`src/alr_pkg.sv`:
```
// package: offsets, fields, reset values and fixed codes of the capability register bank
package alr_pkg;
  // ------------------------------------------------------------
  // register byte offsets
  // ------------------------------------------------------------
  localparam logic [11:0] ACC_HDR_OFF   = 12'h220;
  localparam logic [11:0] ACC_CAP_OFF   = 12'h224;
  localparam logic [11:0] EGR_VEC_OFF   = 12'h228;
  localparam logic [11:0] LAT_HDR_OFF   = 12'h230;
  localparam logic [11:0] SNOOP_LAT_OFF = 12'h234;
  // ------------------------------------------------------------
  // fixed header fields
  // ------------------------------------------------------------
  localparam logic [15:0] ACC_CAP_ID    = 16'h000d;
  localparam logic [15:0] LAT_CAP_ID    = 16'h0018;
  localparam logic [3:0]  CAP_VERSION   = 4'h1;
  localparam logic [11:0] NEXT_CAP_PTR  = 12'h240;
  // ------------------------------------------------------------
  // capability word fields
  // ------------------------------------------------------------
  localparam logic [6:0]  ACC_SUPPORT   = 7'h7f;
  localparam logic [7:0]  EGR_VEC_SIZE  = 8'h08;
  localparam int          ACC_EN_LSB    = 16;
  localparam int          ACC_EN_W      = 7;
  localparam int          EGR_VEC_W     = 8;
  localparam int          SNOOP_VAL_W   = 10;
  localparam int          SNOOP_SCL_LSB = 10;
  localparam int          SNOOP_SCL_W   = 3;
  // ------------------------------------------------------------
  // reset values
  // ------------------------------------------------------------
  localparam logic [6:0]  ACC_EN_RST    = 7'h00;
  localparam logic [7:0]  EGR_VEC_RST   = 8'h00;
  localparam logic [9:0]  SNOOP_VAL_RST = 10'h000;
  localparam logic [2:0]  SNOOP_SCL_RST = 3'h0;
  // ------------------------------------------------------------
  // axi answers
  // ------------------------------------------------------------
  localparam logic [1:0]  RESP_OKAY     = 2'h0;
  localparam logic [1:0]  RESP_SLVERR   = 2'h2;
endpackage

```
`src/alr_regs.sv`:
```
// top: access control and latency report capability registers behind an axi4-lite slave
//
// Contract
// - access group downstream only, latency group upstream
// - access header id reads 000d, read-only
// - both headers report version 1
// - both headers point next to 240h
// - access capability bits 0..6 read one
// - egress vector size field reads 08h
// - seven access enables, writable, reset zero
// - egress vector writable, resets 00h, blocks peers
// - latency header id reads 0018
// - snoop latency value writable, resets zero
// - snoop latency scale writable, resets zero
//
// Design decision made here: the AXI4-Lite register port.
module alr_regs
  import alr_pkg::*;
(
  // clock and reset
  input  wire logic        clk,
  input  wire logic        rst,
  // port role strap: high for the upstream port
  input  wire logic        is_upstream,
  // axi4-lite write address
  input  wire logic        s_axi_awvalid,
  output logic             s_axi_awready,
  input  wire logic [11:0] s_axi_awaddr,
  // axi4-lite write data
  input  wire logic        s_axi_wvalid,
  output logic             s_axi_wready,
  input  wire logic [31:0] s_axi_wdata,
  input  wire logic [3:0]  s_axi_wstrb,
  // axi4-lite write response
  output logic             s_axi_bvalid,
  input  wire logic        s_axi_bready,
  output logic [1:0]       s_axi_bresp,
  // axi4-lite read address
  input  wire logic        s_axi_arvalid,
  output logic             s_axi_arready,
  input  wire logic [11:0] s_axi_araddr,
  // axi4-lite read data
  output logic             s_axi_rvalid,
  input  wire logic        s_axi_rready,
  output logic [31:0]      s_axi_rdata,
  output logic [1:0]       s_axi_rresp,
  // controls toward the routing logic
  output logic [6:0]       acc_enable,
  output logic [7:0]       egress_block,
  output logic [9:0]       snoop_lat_value,
  output logic [2:0]       snoop_lat_scale
);
  // ------------------------------------------------------------
  // storage
  // ------------------------------------------------------------
  logic [6:0]  acc_en_reg;
  logic [7:0]  egr_vec_reg;
  logic [9:0]  snoop_val_reg;
  logic [2:0]  snoop_scl_reg;
  logic        role_reg;
  logic [11:0] aw_addr_reg;
  logic        aw_held_reg;
  logic [31:0] w_data_reg;
  logic [3:0]  w_strb_reg;
  logic        w_held_reg;
  logic        bvalid_reg;
  logic [1:0]  bresp_reg;
  logic        rvalid_reg;
  logic [31:0] rdata_reg;
  logic [1:0]  rresp_reg;
  logic [31:0] rdata_next;
  logic        wr_fire;
  logic        w_acc_cap;
  logic        w_egr_vec;
  logic        w_snoop;
  logic        w_any;
  logic        r_acc_hdr;
  logic        r_acc_cap;
  logic        r_egr_vec;
  logic        r_lat_hdr;
  logic        r_snoop;
  logic        r_any;

  // ------------------------------------------------------------
  // port role capture
  // ------------------------------------------------------------
  // role strap sampled every clock; no reset, the flop simply follows the pin
  always_ff @(posedge clk) begin
    role_reg <= is_upstream;
  end

  // ------------------------------------------------------------
  // address decode
  // ------------------------------------------------------------
  alr_decode u_wdec (
    .addr        (aw_addr_reg),
    .is_upstream (role_reg),
    .hit_acc_hdr (),
    .hit_acc_cap (w_acc_cap),
    .hit_egr_vec (w_egr_vec),
    .hit_lat_hdr (),
    .hit_snoop   (w_snoop),
    .hit_any     (w_any)
  );

  alr_decode u_rdec (
    .addr        ({s_axi_araddr[11:2], 2'b00}),
    .is_upstream (role_reg),
    .hit_acc_hdr (r_acc_hdr),
    .hit_acc_cap (r_acc_cap),
    .hit_egr_vec (r_egr_vec),
    .hit_lat_hdr (r_lat_hdr),
    .hit_snoop   (r_snoop),
    .hit_any     (r_any)
  );

  // ------------------------------------------------------------
  // write channel capture
  // ------------------------------------------------------------
  // address and data taken in either order, held until the write commits
  assign wr_fire = aw_held_reg && w_held_reg && !bvalid_reg;

  always_ff @(posedge clk) begin
    if (rst) begin
      aw_held_reg <= 1'b0;
      aw_addr_reg <= 12'h000;
    end else if (s_axi_awvalid && s_axi_awready) begin
      aw_held_reg <= 1'b1;
      aw_addr_reg <= {s_axi_awaddr[11:2], 2'b00};
    end else if (wr_fire) begin
      aw_held_reg <= 1'b0;
    end
  end

  always_ff @(posedge clk) begin
    if (rst) begin
      w_held_reg <= 1'b0;
      w_data_reg <= 32'h0000_0000;
      w_strb_reg <= 4'h0;
    end else if (s_axi_wvalid && s_axi_wready) begin
      w_held_reg <= 1'b1;
      w_data_reg <= s_axi_wdata;
      w_strb_reg <= s_axi_wstrb;
    end else if (wr_fire) begin
      w_held_reg <= 1'b0;
    end
  end

  // ready flops: high while the slot is free
  always_ff @(posedge clk) begin
    if (rst) begin
      s_axi_awready <= 1'b0;
      s_axi_wready  <= 1'b0;
    end else begin
      s_axi_awready <= !(aw_held_reg || (s_axi_awvalid && s_axi_awready)) || wr_fire;
      s_axi_wready  <= !(w_held_reg || (s_axi_wvalid && s_axi_wready)) || wr_fire;
    end
  end

  // ------------------------------------------------------------
  // writable fields, per byte lane; read-only fields have no flops
  // ------------------------------------------------------------
  // access enables live in lanes 2 (bits 22:16)
  always_ff @(posedge clk) begin
    if (rst) begin
      acc_en_reg <= ACC_EN_RST;
    end else if (wr_fire && w_acc_cap && w_strb_reg[2]) begin
      acc_en_reg <= w_data_reg[ACC_EN_LSB +: ACC_EN_W];
    end
  end

  // egress vector in lane 0
  always_ff @(posedge clk) begin
    if (rst) begin
      egr_vec_reg <= EGR_VEC_RST;
    end else if (wr_fire && w_egr_vec && w_strb_reg[0]) begin
      egr_vec_reg <= w_data_reg[EGR_VEC_W-1:0];
    end
  end

  // snoop latency value spans lanes 0 and 1, scale sits in lane 1
  always_ff @(posedge clk) begin
    if (rst) begin
      snoop_val_reg <= SNOOP_VAL_RST;
      snoop_scl_reg <= SNOOP_SCL_RST;
    end else if (wr_fire && w_snoop) begin
      if (w_strb_reg[0]) begin
        snoop_val_reg[7:0] <= w_data_reg[7:0];
      end
      if (w_strb_reg[1]) begin
        snoop_val_reg[9:8] <= w_data_reg[9:8];
        snoop_scl_reg      <= w_data_reg[SNOOP_SCL_LSB +: SNOOP_SCL_W];
      end
    end
  end

  // ------------------------------------------------------------
  // write response
  // ------------------------------------------------------------
  // unmapped or wrong-role addresses answer slverr and change nothing
  always_ff @(posedge clk) begin
    if (rst) begin
      bvalid_reg <= 1'b0;
      bresp_reg  <= RESP_OKAY;
    end else if (wr_fire) begin
      bvalid_reg <= 1'b1;
      bresp_reg  <= w_any ? RESP_OKAY : RESP_SLVERR;
    end else if (s_axi_bready) begin
      bvalid_reg <= 1'b0;
    end
  end

  // ------------------------------------------------------------
  // read path
  // ------------------------------------------------------------
  // assemble the read word; every bit not named stays zero
  always_comb begin
    rdata_next = 32'h0000_0000;
    if (r_acc_hdr) begin
      rdata_next = {NEXT_CAP_PTR, CAP_VERSION, ACC_CAP_ID};
    end else if (r_lat_hdr) begin
      rdata_next = {NEXT_CAP_PTR, CAP_VERSION, LAT_CAP_ID};
    end else if (r_acc_cap) begin
      rdata_next = {9'h000, acc_en_reg, EGR_VEC_SIZE, 1'b0, ACC_SUPPORT};
    end else if (r_egr_vec) begin
      rdata_next = {24'h000000, egr_vec_reg};
    end else if (r_snoop) begin
      rdata_next = {19'h00000, snoop_scl_reg, snoop_val_reg};
    end
  end

  always_ff @(posedge clk) begin
    if (rst) begin
      s_axi_arready <= 1'b0;
    end else begin
      s_axi_arready <= !rvalid_reg && !(s_axi_arvalid && s_axi_arready);
    end
  end

  always_ff @(posedge clk) begin
    if (rst) begin
      rvalid_reg <= 1'b0;
      rdata_reg  <= 32'h0000_0000;
      rresp_reg  <= RESP_OKAY;
    end else if (s_axi_arvalid && s_axi_arready) begin
      rvalid_reg <= 1'b1;
      rdata_reg  <= rdata_next;
      rresp_reg  <= r_any ? RESP_OKAY : RESP_SLVERR;
    end else if (s_axi_rready) begin
      rvalid_reg <= 1'b0;
    end
  end

  // ------------------------------------------------------------
  // outputs
  // ------------------------------------------------------------
  assign s_axi_bvalid    = bvalid_reg;
  assign s_axi_bresp     = bresp_reg;
  assign s_axi_rvalid    = rvalid_reg;
  assign s_axi_rdata     = rdata_reg;
  assign s_axi_rresp     = rresp_reg;
  assign acc_enable      = acc_en_reg;
  assign egress_block    = egr_vec_reg;
  assign snoop_lat_value = snoop_val_reg;
  assign snoop_lat_scale = snoop_scl_reg;
endmodule

```
`src/alr_decode.sv`:
```
// address decode: maps a byte address to a register slot, honouring port role
module alr_decode
  import alr_pkg::*;
(
  // address and role
  input  wire logic [11:0] addr,
  input  wire logic        is_upstream,
  // decode result
  output logic             hit_acc_hdr,
  output logic             hit_acc_cap,
  output logic             hit_egr_vec,
  output logic             hit_lat_hdr,
  output logic             hit_snoop,
  output logic             hit_any
);
  // access control group only on downstream, latency group only on upstream
  always_comb begin
    hit_acc_hdr = !is_upstream && (addr == ACC_HDR_OFF);
    hit_acc_cap = !is_upstream && (addr == ACC_CAP_OFF);
    hit_egr_vec = !is_upstream && (addr == EGR_VEC_OFF);
    hit_lat_hdr = is_upstream && (addr == LAT_HDR_OFF);
    hit_snoop   = is_upstream && (addr == SNOOP_LAT_OFF);
    hit_any     = hit_acc_hdr | hit_acc_cap | hit_egr_vec | hit_lat_hdr | hit_snoop;
  end
endmodule

```
`config.mk`:
```
export PLATFORM = sky130hd
export DESIGN_NAME = alr_regs
export DESIGN_NICKNAME = d
export VERILOG_FILES = /design/src/alr_pkg.sv /design/src/alr_regs.sv /design/src/alr_decode.sv
export SDC_FILE = /design/constraint.sdc
export NUM_CORES = 1
export LEC_CHECK = 0
export ABC_AREA = 1
export ABC_CLOCK_PERIOD_IN_PS = 4300
export BUFFER_PORTS_ARGS = -buffer_cell sky130_fd_sc_hd__buf_2
export CAP_MARGIN = 20
export CORE_ASPECT_RATIO = 2
export CORE_UTILIZATION = 38
export CTS_CLUSTER_DIAMETER = 60
export DETAILED_ROUTE_END_ITERATION = 7
export GPL_TIMING_DRIVEN = 0
export PLACE_DENSITY = 0.61
export REMOVE_ABC_BUFFERS = 1
export SLEW_MARGIN = 20
export SYNTH_ARGS = -nofsm -noshare
export SYNTH_HDL_FRONTEND = slang
export SYNTH_HIERARCHICAL = 1
export SYNTH_SLANG_ARGS = --single-unit
```
`constraint.sdc`:
```
create_clock -name clk -period 4.3 [get_ports clk]
set_input_delay 0.43 -clock clk [delete_from_list [all_inputs] [get_ports clk]]
set_output_delay 0.43 -clock clk [all_outputs]
set_load 0.02 [all_outputs]
```
==> impl_metrics.py, run 1 <==
metrics = {
    "clocking": {
        "cts_tree": "yes",
        "cts.sinks": 92,
        "clk_pin_slew_ns": 0.06,
        "hold_buffers": 0,
        "clockBufferDepth": 2,
        "clk_latency_ns": 0.34,
        "cts_resized": 0,
        "cts_setup_buffers": 0,
        "cts_inserted_buffers": 9,
        "clock-root-buffer": "clkbuf_16",
        "htreeDepth": 3,
    },
    "floorplan": {
        "start_util_pct": 39.4,
        "io_pins": 137,
        "rows": 51,
        "die-height_um": 145,
        "core_area_mm2": 0.00983,
        "die_area_mm2": 0.0106,
        "die_w_um": 73.4,
    },
    "layout": {
        "utilization_pct": 48.1,
        "layout-area-overhead-vs-synth_pct": 22.1,
        "final_nets": 709,
        "largest_reg_flops": 21,
        "fill_cells": 1054,
        "diodes": 0,
        "design_area_mm2": 0.00473,
        "drive_gt1_share_pct": 22.1,
    },
    "detailed_routing": {
        "num_vias": 3564,
        "routed_wl_um": 8830,
        "first_iter_violations": 94,
        "first_pass_iters": 5,
        "drt-wirelength-per-cell_um": 11.4,
        "ant_nets": 0,
        "drcViolationCount": 0,
        "via_per_inst": 4.58,
    },
    "sta": {
        "grt_setup_unrepaired": "no",
        "tns_ns": 0,
        "drv_slew": 0,
        "finalSetupViolations": 0,
        "finalHoldViolCount": 0,
        "fin_crit_ns": 2.17,
        "period_share_pct": 50.4,
        "slew_headroom_pct": 41.8,
        "holdWs_ns": 0.193,
        "max_freq_mhz": 462,
        "tightest_slew_ns": 0.871,
        "finalClockSkew_ns": 0.00656,
    },
    "placed_design": {
        "gp_congestion": 0.790,
        "io_buffers": 107,
        "hpwl_um": 6790,
        "place_area_mm2": 0.00445,
    },
    "grt": {
        "antenna_found_initial": 0,
        "grt_use_total_pct": 17.5,
        "grt_pass1_wl_um": 14200,
        "grt_max_degree": 44,
        "grt_overflow": 0,
        "grt_pass1_vias": 3081,
    },
    "pwr": {
        "p_leak_nw": 2.20,
        "comb_power_share_pct": 8.5,
        "power.density_mw_per_mm2": 380,
        "power_switching_uw": 460,
        "pwr-share-clk_pct": 41.2,
        "fin_total_pwr_mw": 1.80,
        "seqPwrFrac_pct": 50.3,
        "p_int_mw": 1.34,
        "p_sw_share_pct": 25.6,
        "ir_drop_mv": 0.253,
    },
    "worst_hold_path": {
        "hold_end": "role_reg$_DFF_P_",
        "hold-path-cell-count": 1,
        "hold_class": "input port to flop",
        "worstHoldStart": "is_upstream",
    },
    "setup_path": {
        "cp_max_fo": 10,
        "rrSetupSlack_ns": 2.13,
        "path_class": "flop to flop",
        "required_ns": 4.53,
        "r2r_start": "role_reg$_DFF_P_",
        "rr_worst_depth": 11,
        "end_kind": "flop",
        "start_kind": "flop",
        "worstReg2RegEnd": "snoop_lat_value[9]$_SDFFE_PP0P_",
        "arrival_ns": 2.40,
    },
    "logic_synthesis": {
        "syn_inst": 546,
        "syn_area_mm2": 0.00387,
        "syn_avg_cell_area_um2": 7.09,
        "ys.warnings.count": 6,
    },
    "flow_run": {
        "max_cap_violations": 0,
    },
    "status": {
        "status": "finished clean",
    },
}
## how the worst max path moves through the flow
| stage | startpoint | endpoint | slack, ns |
|---|---|---|---|
| after floorplan | s_axi_araddr[7] | s_axi_rdata[12]$_SDFFE_PP0P_ | 2.13 |
| after global placement | s_axi_araddr[7] | s_axi_rdata[7]$_SDFFE_PP0P_ | 1.31 |
| after detailed placement | s_axi_araddr[11] | s_axi_rdata[7]$_SDFFE_PP0P_ | 1.86 |
| after CTS | role_reg$_DFF_P_ | snoop_lat_value[9]$_SDFFE_PP0P_ | 2.14 |
| after global routing | role_reg$_DFF_P_ | snoop_lat_scale[1]$_SDFFE_PP0P_ | 1.83 |
| final | role_reg$_DFF_P_ | snoop_lat_value[9]$_SDFFE_PP0P_ | 2.13 |
## cells in the final DEF (no fill, tap or decap), types with 4 or more instances in the layout
cell type and instances:
inv_6 4, nor2_2 6, clkbuf_16 9, conb_1 16
nand4_1 25, o21ai_0 54, dfxtp_1 92, buf_2 107
inv_1 36, inv_2 7, nor2_1 142, a21oi_1 36
nand2_1 83, nand3_1 7
## worst max-delay path: stages (launching register included)
cell and delay (ns):
dfxtp_1 0.60, inv_2 0.07, nor2_1 0.11, nand2_1 0.06
nor2_2 0.10, inv_1 0.05, nor2_1 0.51, nand2_1 0.11
inv_1 0.07, nand2_1 0.12, o21ai_0 0.21, nor2_1 0.06
## final cells by class
type	count	area, um^2	share of cell area, %
clock inverter	7	56.3	1.19
timing repair buffer	108	556	11.8
clock buffer	9	225	4.76
multi-input combinational	386	1720	36.3
sequential	92	1840	39.0
tap	132	165	3.49
inverter	44	165	3.49
## layer usage
metal	GRT usage (%)	part of all wire (%)	up-vias
met2	32.8	54	93
met5	0	0	-
met3	3.67	4.3	12
li1	-	-	1908
met4	7.39	1.4	0
met1	18.3	40	1551
## per-stage QoR
stage | cells | worst slack, ns
2_1_floorplan | 522 | 2.13
3_3_place_gp | 761 | 1.31
3_5_place_dp | 762 | 1.86
4_1_cts | 778 | 2.14
5_1_grt | 778 | 1.83
6_report | 778 | 2.13
## power groups by stage
stage               clock [mW]  sequential [mW]  combinational [mW]
floorplan                    0            0.929              0.0890
CTS                      0.761            0.904               0.154
global placement             0            0.922               0.149
finish                   0.741            0.904               0.153
global route             0.795            0.908               0.176
detailed placement           0            0.924               0.154
No activity file was read; power rests on OpenSTA's default activity.
==> run 2: changes to the inputs <==
--- a/config.mk
+++ b/config.mk
@@ -6,7 +6,7 @@
 export NUM_CORES = 1
 export LEC_CHECK = 0
 export ABC_AREA = 1
-export ABC_CLOCK_PERIOD_IN_PS = 4300
+export ABC_CLOCK_PERIOD_IN_PS = 1900
 export BUFFER_PORTS_ARGS = -buffer_cell sky130_fd_sc_hd__buf_2
 export CAP_MARGIN = 20
 export CORE_ASPECT_RATIO = 2
@@ -14,7 +14,7 @@
 export CTS_CLUSTER_DIAMETER = 60
 export DETAILED_ROUTE_END_ITERATION = 7
 export GPL_TIMING_DRIVEN = 0
-export PLACE_DENSITY = 0.61
+export PLACE_DENSITY = 0.63
 export REMOVE_ABC_BUFFERS = 1
 export SLEW_MARGIN = 20
 export SYNTH_ARGS = -nofsm -noshare
==> constraint.sdc (replaced) <==
create_clock -name clk -period 1.9 [get_ports clk]
set_input_delay 0.19 -clock clk [delete_from_list [all_inputs] [get_ports clk]]
set_output_delay 0.19 -clock clk [all_outputs]
set_load 0.02 [all_outputs]
==> run 2 against run 1 <==
  * Clock power grew 130%
  * First-iteration DRC count up 130%
  * Combinational power grew 130%
  * Core utilization rose by 0.79 points
  * Sequential share of layout area is 0.55 points lower
  * Sequential power is 130% higher
  * Routed wire length grew 2.2%
  * Count of clock-buffer cells in the layout up 4
  * Critical path depth increased by 2
  * Worst setup slack worse by 2.0 ns
  * Final area up 1.6%
==> impl_metrics.py, run 2 (synthesis gave the netlist of run 1 again) <==
metrics = {
    "status": {
        "status": "finished clean",
    },
    "setup_path": {
        "path_class": "flop to flop",
        "arrival_ns": 1.99,
        "end_kind": "flop",
        "cp_max_fo": 9,
        "path_cells": "inv_2, nor2_1, nand2_1, nor2_2, inv_1, nor2_2, inv_1, nor2_4, buf_4, nand2_1, nand2_1, nand2_1, a21oi_1",
        "r2r_start": "role_reg$_DFF_P_",
        "cpMostUsedCell": "nand2_1",
        "path_buf_inv": 4,
        "critPathMaxStageDelay_ns": 0.42,
        "cp_top_family": "simple AND/OR/NAND/NOR gates",
        "start_kind": "flop",
        "startpoint": "role_reg$_DFF_P_",
        "required_ns": 2.16,
        "cpMaxStageDelayCell": "dfxtp_4",
    },
    "layout": {
        "diodes": 0,
        "utilization_pct": 48.9,
        "stdcell_count": 783,
        "final_cell_mix": "nor2_1, buf_2, dfxtp_1",
        "fill_cells": 1036,
        "layout-area-overhead-vs-synth_pct": 24.1,
        "final_nets": 715,
        "drive_gt1_share_pct": 22.9,
        "final_common_cell": "nor2_1",
        "largest_reg_flops": 21,
    },
    "grt": {
        "grt_max_degree": 50,
        "grt_pass1_vias": 3215,
        "antenna_found_initial": 0,
        "grt_pass1_wl_um": 14600,
        "grt_overflow": 0,
        "grt_use_total_pct": 17.8,
    },
    "sta": {
        "finalClockSkew_ns": 0.00415,
        "finalHoldViolCount": 0,
        "tightest_slew_ns": 0.666,
        "holdWs_ns": 0.0959,
        "finalSetupViolations": 0,
        "fin_crit_ns": 1.73,
        "grt_setup_unrepaired": "no",
        "period_share_pct": 91.0,
        "slew_headroom_pct": 55.5,
        "max_freq_mhz": 578,
        "drv_slew": 0,
        "fin_ws_ns": 0.171,
    },
    "pwr": {
        "ir_drop_mv": 0.664,
        "p_leak_nw": 2.23,
        "fin_total_pwr_mw": 4.12,
        "power.density_mw_per_mm2": 857,
    },
    "clocking": {
        "htreeDepth": 3,
        "cts_inserted_buffers": 9,
        "cts.sinks": 92,
        "cts_tree": "yes",
        "clk_latency_ns": 0.33,
        "clockBufferDepth": 2,
        "clock-root-buffer": "clkbuf_16",
        "clk_pin_slew_ns": 0.06,
    },
    "placed_design": {
        "io_buffers": 107,
        "dp_slack_ns": -0.268,
        "hpwl_um": 6850,
        "gp_congestion": 0.778,
        "dp.cells": 763,
    },
    "detailed_routing": {
        "num_vias": 3607,
        "first_pass_iters": 4,
        "drt-wirelength-per-cell_um": 11.5,
        "ant_nets": 0,
        "via_per_inst": 4.61,
        "first_iter_violations": 216,
        "routed_wl_um": 9030,
        "drcViolationCount": 0,
    },
    "worst_hold_path": {
        "worstHoldStart": "s_axi_rready",
        "hold_class": "input port to flop",
    },
    "floorplan": {
        "start_util_pct": 39.4,
        "die_area_mm2": 0.0106,
        "die-height_um": 145,
        "rows": 51,
        "die_w_um": 73.4,
        "core_area_mm2": 0.00983,
        "io_pins": 137,
    },
    "flow_run": {
        "max_cap_violations": 0,
    },
}
[run 2: cell types whose count changed in the layout (fill, tap and decap cells not counted), sizes merged]
cell         before  now
clkinvlp          1    0
dlygate4sd3       0    1
buf             108  113
bufinv            0    1
clkbuf            9   13
inv              47   44
clkinv            3    1
[run 2: routing by layer]
layer	share of wire, %	vias to the layer above	track usage, %
li1	-	1916	-
met1	40	1584	19.1
met2	54	96	33.2
met3	4.5	11	3.53
met4	1.5	0	7.29
met5	0	-	0
[run 2: final cells by class]
class / count / area (um^2) / share of cell area [%]
Clock inverter: 2 / 35.0 / 0.729
Timing Repair Buffer: 114 / 603 / 12.6
Inverter: 44 / 165 / 3.44
Tap cell: 132 / 165 / 3.44
Multi-Input combinational cell: 386 / 1740 / 36.2
Sequential cell: 92 / 1850 / 38.4
Clock buffer: 13 / 250 / 5.21
[run 2: through the flow]
stage	TNS [ns]	area (um^2)
2_1_floorplan	-0.0803	3720
3_3_place_gp	-29.89	4420
3_5_place_dp	-4.50	4450
4_1_cts	0	4760
5_1_grt	0	4800
6_report	0	4800
[run 2: tightest hold or removal path: stages]
cell	delay, ns
buf_2	0.07
inv_1	0.03
nand2_1	0.04
a21oi_1	0.05
[run 2: worst paths after layout]
| path | slack [ns] | cells past startpoint | end |
|---|---|---|---|
| setup reg to reg | 0.17 | 13 | s_axi_rdata[5]$_SDFFE_PP0P_ |
| hold / removal | 0.1 | 4 | s_axi_rvalid$_SDFFE_PP0P_ |
| hold reg to reg | 0.46 | 2 | s_axi_rdata[10]$_SDFFE_PP0P_ |
| setup / recovery | 0.17 | 13 | s_axi_rdata[5]$_SDFFE_PP0P_ |
[run 2: where the power goes]
part / internal (mW) / switching [mW] / leakage, nW / total [mW]
combinational: 0.127 / 0.227 / 1.34 / 0.354
clock: 1.05 / 0.668 / 0.140 / 1.71
sequential: 2.00 / 0.0447 / 0.749 / 2.05
total: 3.18 / 0.940 / 2.23 / 4.12
[run 2: what timing repair did]
item	4_1_cts	5_1_grt
hold endpoints to repair	1	0
setup endpoints to repair	27	48
pin swaps	0	2
setup buffers	0	4
hold buffers	1	0
resized for setup	4	5
==> run 3: changes to the inputs <==
--- a/config.mk
+++ b/config.mk
@@ -15,6 +15,7 @@
 export DETAILED_ROUTE_END_ITERATION = 7
 export GPL_TIMING_DRIVEN = 0
 export PLACE_DENSITY = 0.63
+export RECOVER_POWER = 25
 export REMOVE_ABC_BUFFERS = 1
 export SLEW_MARGIN = 20
 export SYNTH_ARGS = -nofsm -noshare
==> run 3 against run 2 <==
  * Flip-flop and latch count unchanged
  * Maximum frequency about the same
  * Sequential share of layout area increased by 0.36 points
  * Combinational power decreased by 1%
  * Final cell count unchanged
  * Via count increased by 0.28%
  * Critical endpoint unchanged
  * Sequential power about the same
  * Highest routed layer unchanged
  * Count of clock-buffer cells in the layout unchanged
  * First-iteration DRC count decreased by 12%
  * Routed wire length increased by 0.24%
==> impl_metrics.py, run 3 (synthesis gave the netlist of run 1 again) <==
metrics = {
    "status": {
        "status": "finished clean",
    },
    "detailed_routing": {
        "drt-wirelength-per-cell_um": 11.6,
        "ant_nets": 0,
        "routed_wl_um": 9050,
        "first_pass_iters": 4,
        "via_per_inst": 4.62,
        "first_iter_violations": 191,
        "num_vias": 3617,
        "drcViolationCount": 0,
    },
    "floorplan": {
        "die-height_um": 145,
        "die_area_mm2": 0.0106,
        "die_w_um": 73.4,
        "io_pins": 137,
        "rows": 51,
        "core_area_mm2": 0.00983,
        "start_util_pct": 39.4,
    },
    "grt": {
        "grt.met2_usage_pct": 33.2,
        "grt_pass1_vias": 3215,
        "met1_usage_pct": 19.1,
        "use_met3_pct": 3.53,
        "grt_pass1_wl_um": 14600,
        "grt_max_degree": 50,
        "grt_use_total_pct": 17.8,
        "busiest_layer": "met2",
        "grt_overflow": 0,
        "antenna_found_initial": 0,
    },
    "placed_design": {
        "dp.cells": 763,
        "gp_congestion": 0.778,
        "hpwl_um": 6850,
        "io_buffers": 107,
    },
    "pwr": {
        "power.density_mw_per_mm2": 865,
        "p_leak_nw": 2.08,
        "ir_drop_mv": 0.664,
    },
    "setup_path": {
        "cp_max_fo": 9,
        "rr_worst_depth": 13,
        "end_kind": "flop",
        "worstReg2RegEnd": "s_axi_rdata[5]$_SDFFE_PP0P_",
        "path_cells": "inv_2, nor2_1, nand2_1, nor2_2, inv_1, nor2_2, inv_1, nor2_4, buf_4, nand2_1, nand2_1, nand2_1, a21oi_1",
        "path_buf_inv": 4,
        "cpMostUsedCell": "nand2_1",
        "r2r_start": "role_reg$_DFF_P_",
        "arrival_ns": 1.99,
        "start_kind": "flop",
        "rrSetupSlack_ns": 0.17,
        "cpMaxStageDelayCell": "dfxtp_4",
        "cp_top_family": "simple AND/OR/NAND/NOR gates",
        "required_ns": 2.16,
        "critPathMaxStageDelay_ns": 0.42,
        "path_class": "flop to flop",
    },
    "sta": {
        "finalHoldViolCount": 0,
        "tightest_slew_ns": 0.663,
        "max_freq_mhz": 579,
        "drv_slew": 0,
        "finalSetupViolations": 0,
        "grt_setup_unrepaired": "no",
        "fin_crit_ns": 1.73,
        "period_share_pct": 90.9,
        "slew_headroom_pct": 55.7,
        "holdWs_ns": 0.0934,
        "finalClockSkew_ns": 0.00587,
    },
    "clocking": {
        "clock-root-buffer": "clkbuf_16",
        "cts_inserted_buffers": 9,
        "clockBufferDepth": 2,
        "clk_latency_ns": 0.33,
        "htreeDepth": 3,
        "cts_tree": "yes",
        "clk_pin_slew_ns": 0.06,
        "cts.sinks": 92,
    },
    "layout": {
        "diodes": 0,
        "utilization_pct": 48.4,
        "final_nets": 715,
        "final_common_cell": "nor2_1",
        "largest_reg_flops": 21,
        "layout-area-overhead-vs-synth_pct": 22.9,
        "drive_gt1_share_pct": 17.4,
        "stdcell_count": 783,
        "final_cell_mix": "nor2_1, dfxtp_1, nand2_1",
    },
    "worst_hold_path": {
        "hold_class": "input port to flop",
        "worstHoldStart": "s_axi_rready",
        "hold-path-cell-count": 4,
        "hold_end": "s_axi_rvalid$_SDFFE_PP0P_",
    },
    "flow_run": {
        "max_cap_violations": 0,
    },
}
-- run 3: how the worst max path moves through the flow --
stage                                                 end  depth (start not counted)  slack [ns]        startpoint
final                         s_axi_rdata[5]$_SDFFE_PP0P_                         13        0.17  role_reg$_DFF_P_
after global placement        s_axi_rdata[7]$_SDFFE_PP0P_                         10       -0.88  s_axi_araddr[11]
after global routing         s_axi_rdata[11]$_SDFFE_PP0P_                         13       0.002  role_reg$_DFF_P_
after detailed placement  snoop_lat_value[8]$_SDFFE_PP0P_                         11       -0.27  role_reg$_DFF_P_
after CTS                     s_axi_rdata[5]$_SDFFE_PP0P_                         11        0.03  role_reg$_DFF_P_
after floorplan              s_axi_rdata[12]$_SDFFE_PP0P_                          9       -0.03   s_axi_araddr[7]
-- run 3: per-layer routing --
layer	part of all wire, %	vias to the layer above
met5	0	-
met4	1.7	0
met3	4.8	12
met2	53	104
met1	40	1584
li1	-	1917
-- run 3: area by class of cell --
class,count,area (um^2)
Clock buffer,13,250
Clock inverter,2,35.0
Fill cell,1055,5070
Inverter,44,165
Multi-Input combinational cell,386,1740
Sequential cell,92,1850
Tap cell,132,165
Timing Repair Buffer,114,558
-- run 3: worst reg2reg max path: stages (launching register included) --
cell and delay (ns):
dfxtp_4 0.42, inv_2 0.05, nor2_1 0.09, nand2_1 0.06
nor2_2 0.11, inv_1 0.07, nor2_2 0.16, inv_1 0.10
nor2_4 0.14, buf_4 0.17, nand2_1 0.05, nand2_1 0.05
nand2_1 0.05, a21oi_1 0.13
-- run 3: through the flow --
stage / setup TNS (ns) / total power, mW / setup slack [ns] / area (um^2)
final: 0 / 4.12 / 0.172 / 4760
after detailed placement: -4.50 / 2.44 / -0.268 / 4450
after CTS: 0 / 4.17 / 0.0271 / 4760
after global placement: -29.89 / 2.43 / -0.877 / 4420
after floorplan: -0.0803 / 2.30 / -0.0349 / 3720
after global routing: 0 / 4.32 / 0.00191 / 4760
-- run 3: repair_timing --
action | 4_1_cts | 5_1_grt
setup endpoints to repair | 27 | 48
gates resized for setup | 4 | 5
hold buffers | 1 | 0
buffers inserted | 0 | 4
endpoints found under the hold margin | 1 | 0
pin swaps | 0 | 2
-- run 3: report_power, final --
part	total [mW]	internal [mW]	leakage, nW	switching, mW
combinational	0.349	0.122	1.19	0.227
sequential	2.05	2.00	0.749	0.0451
clock	1.72	1.05	0.140	0.673
total	4.12	3.17	2.08	0.945
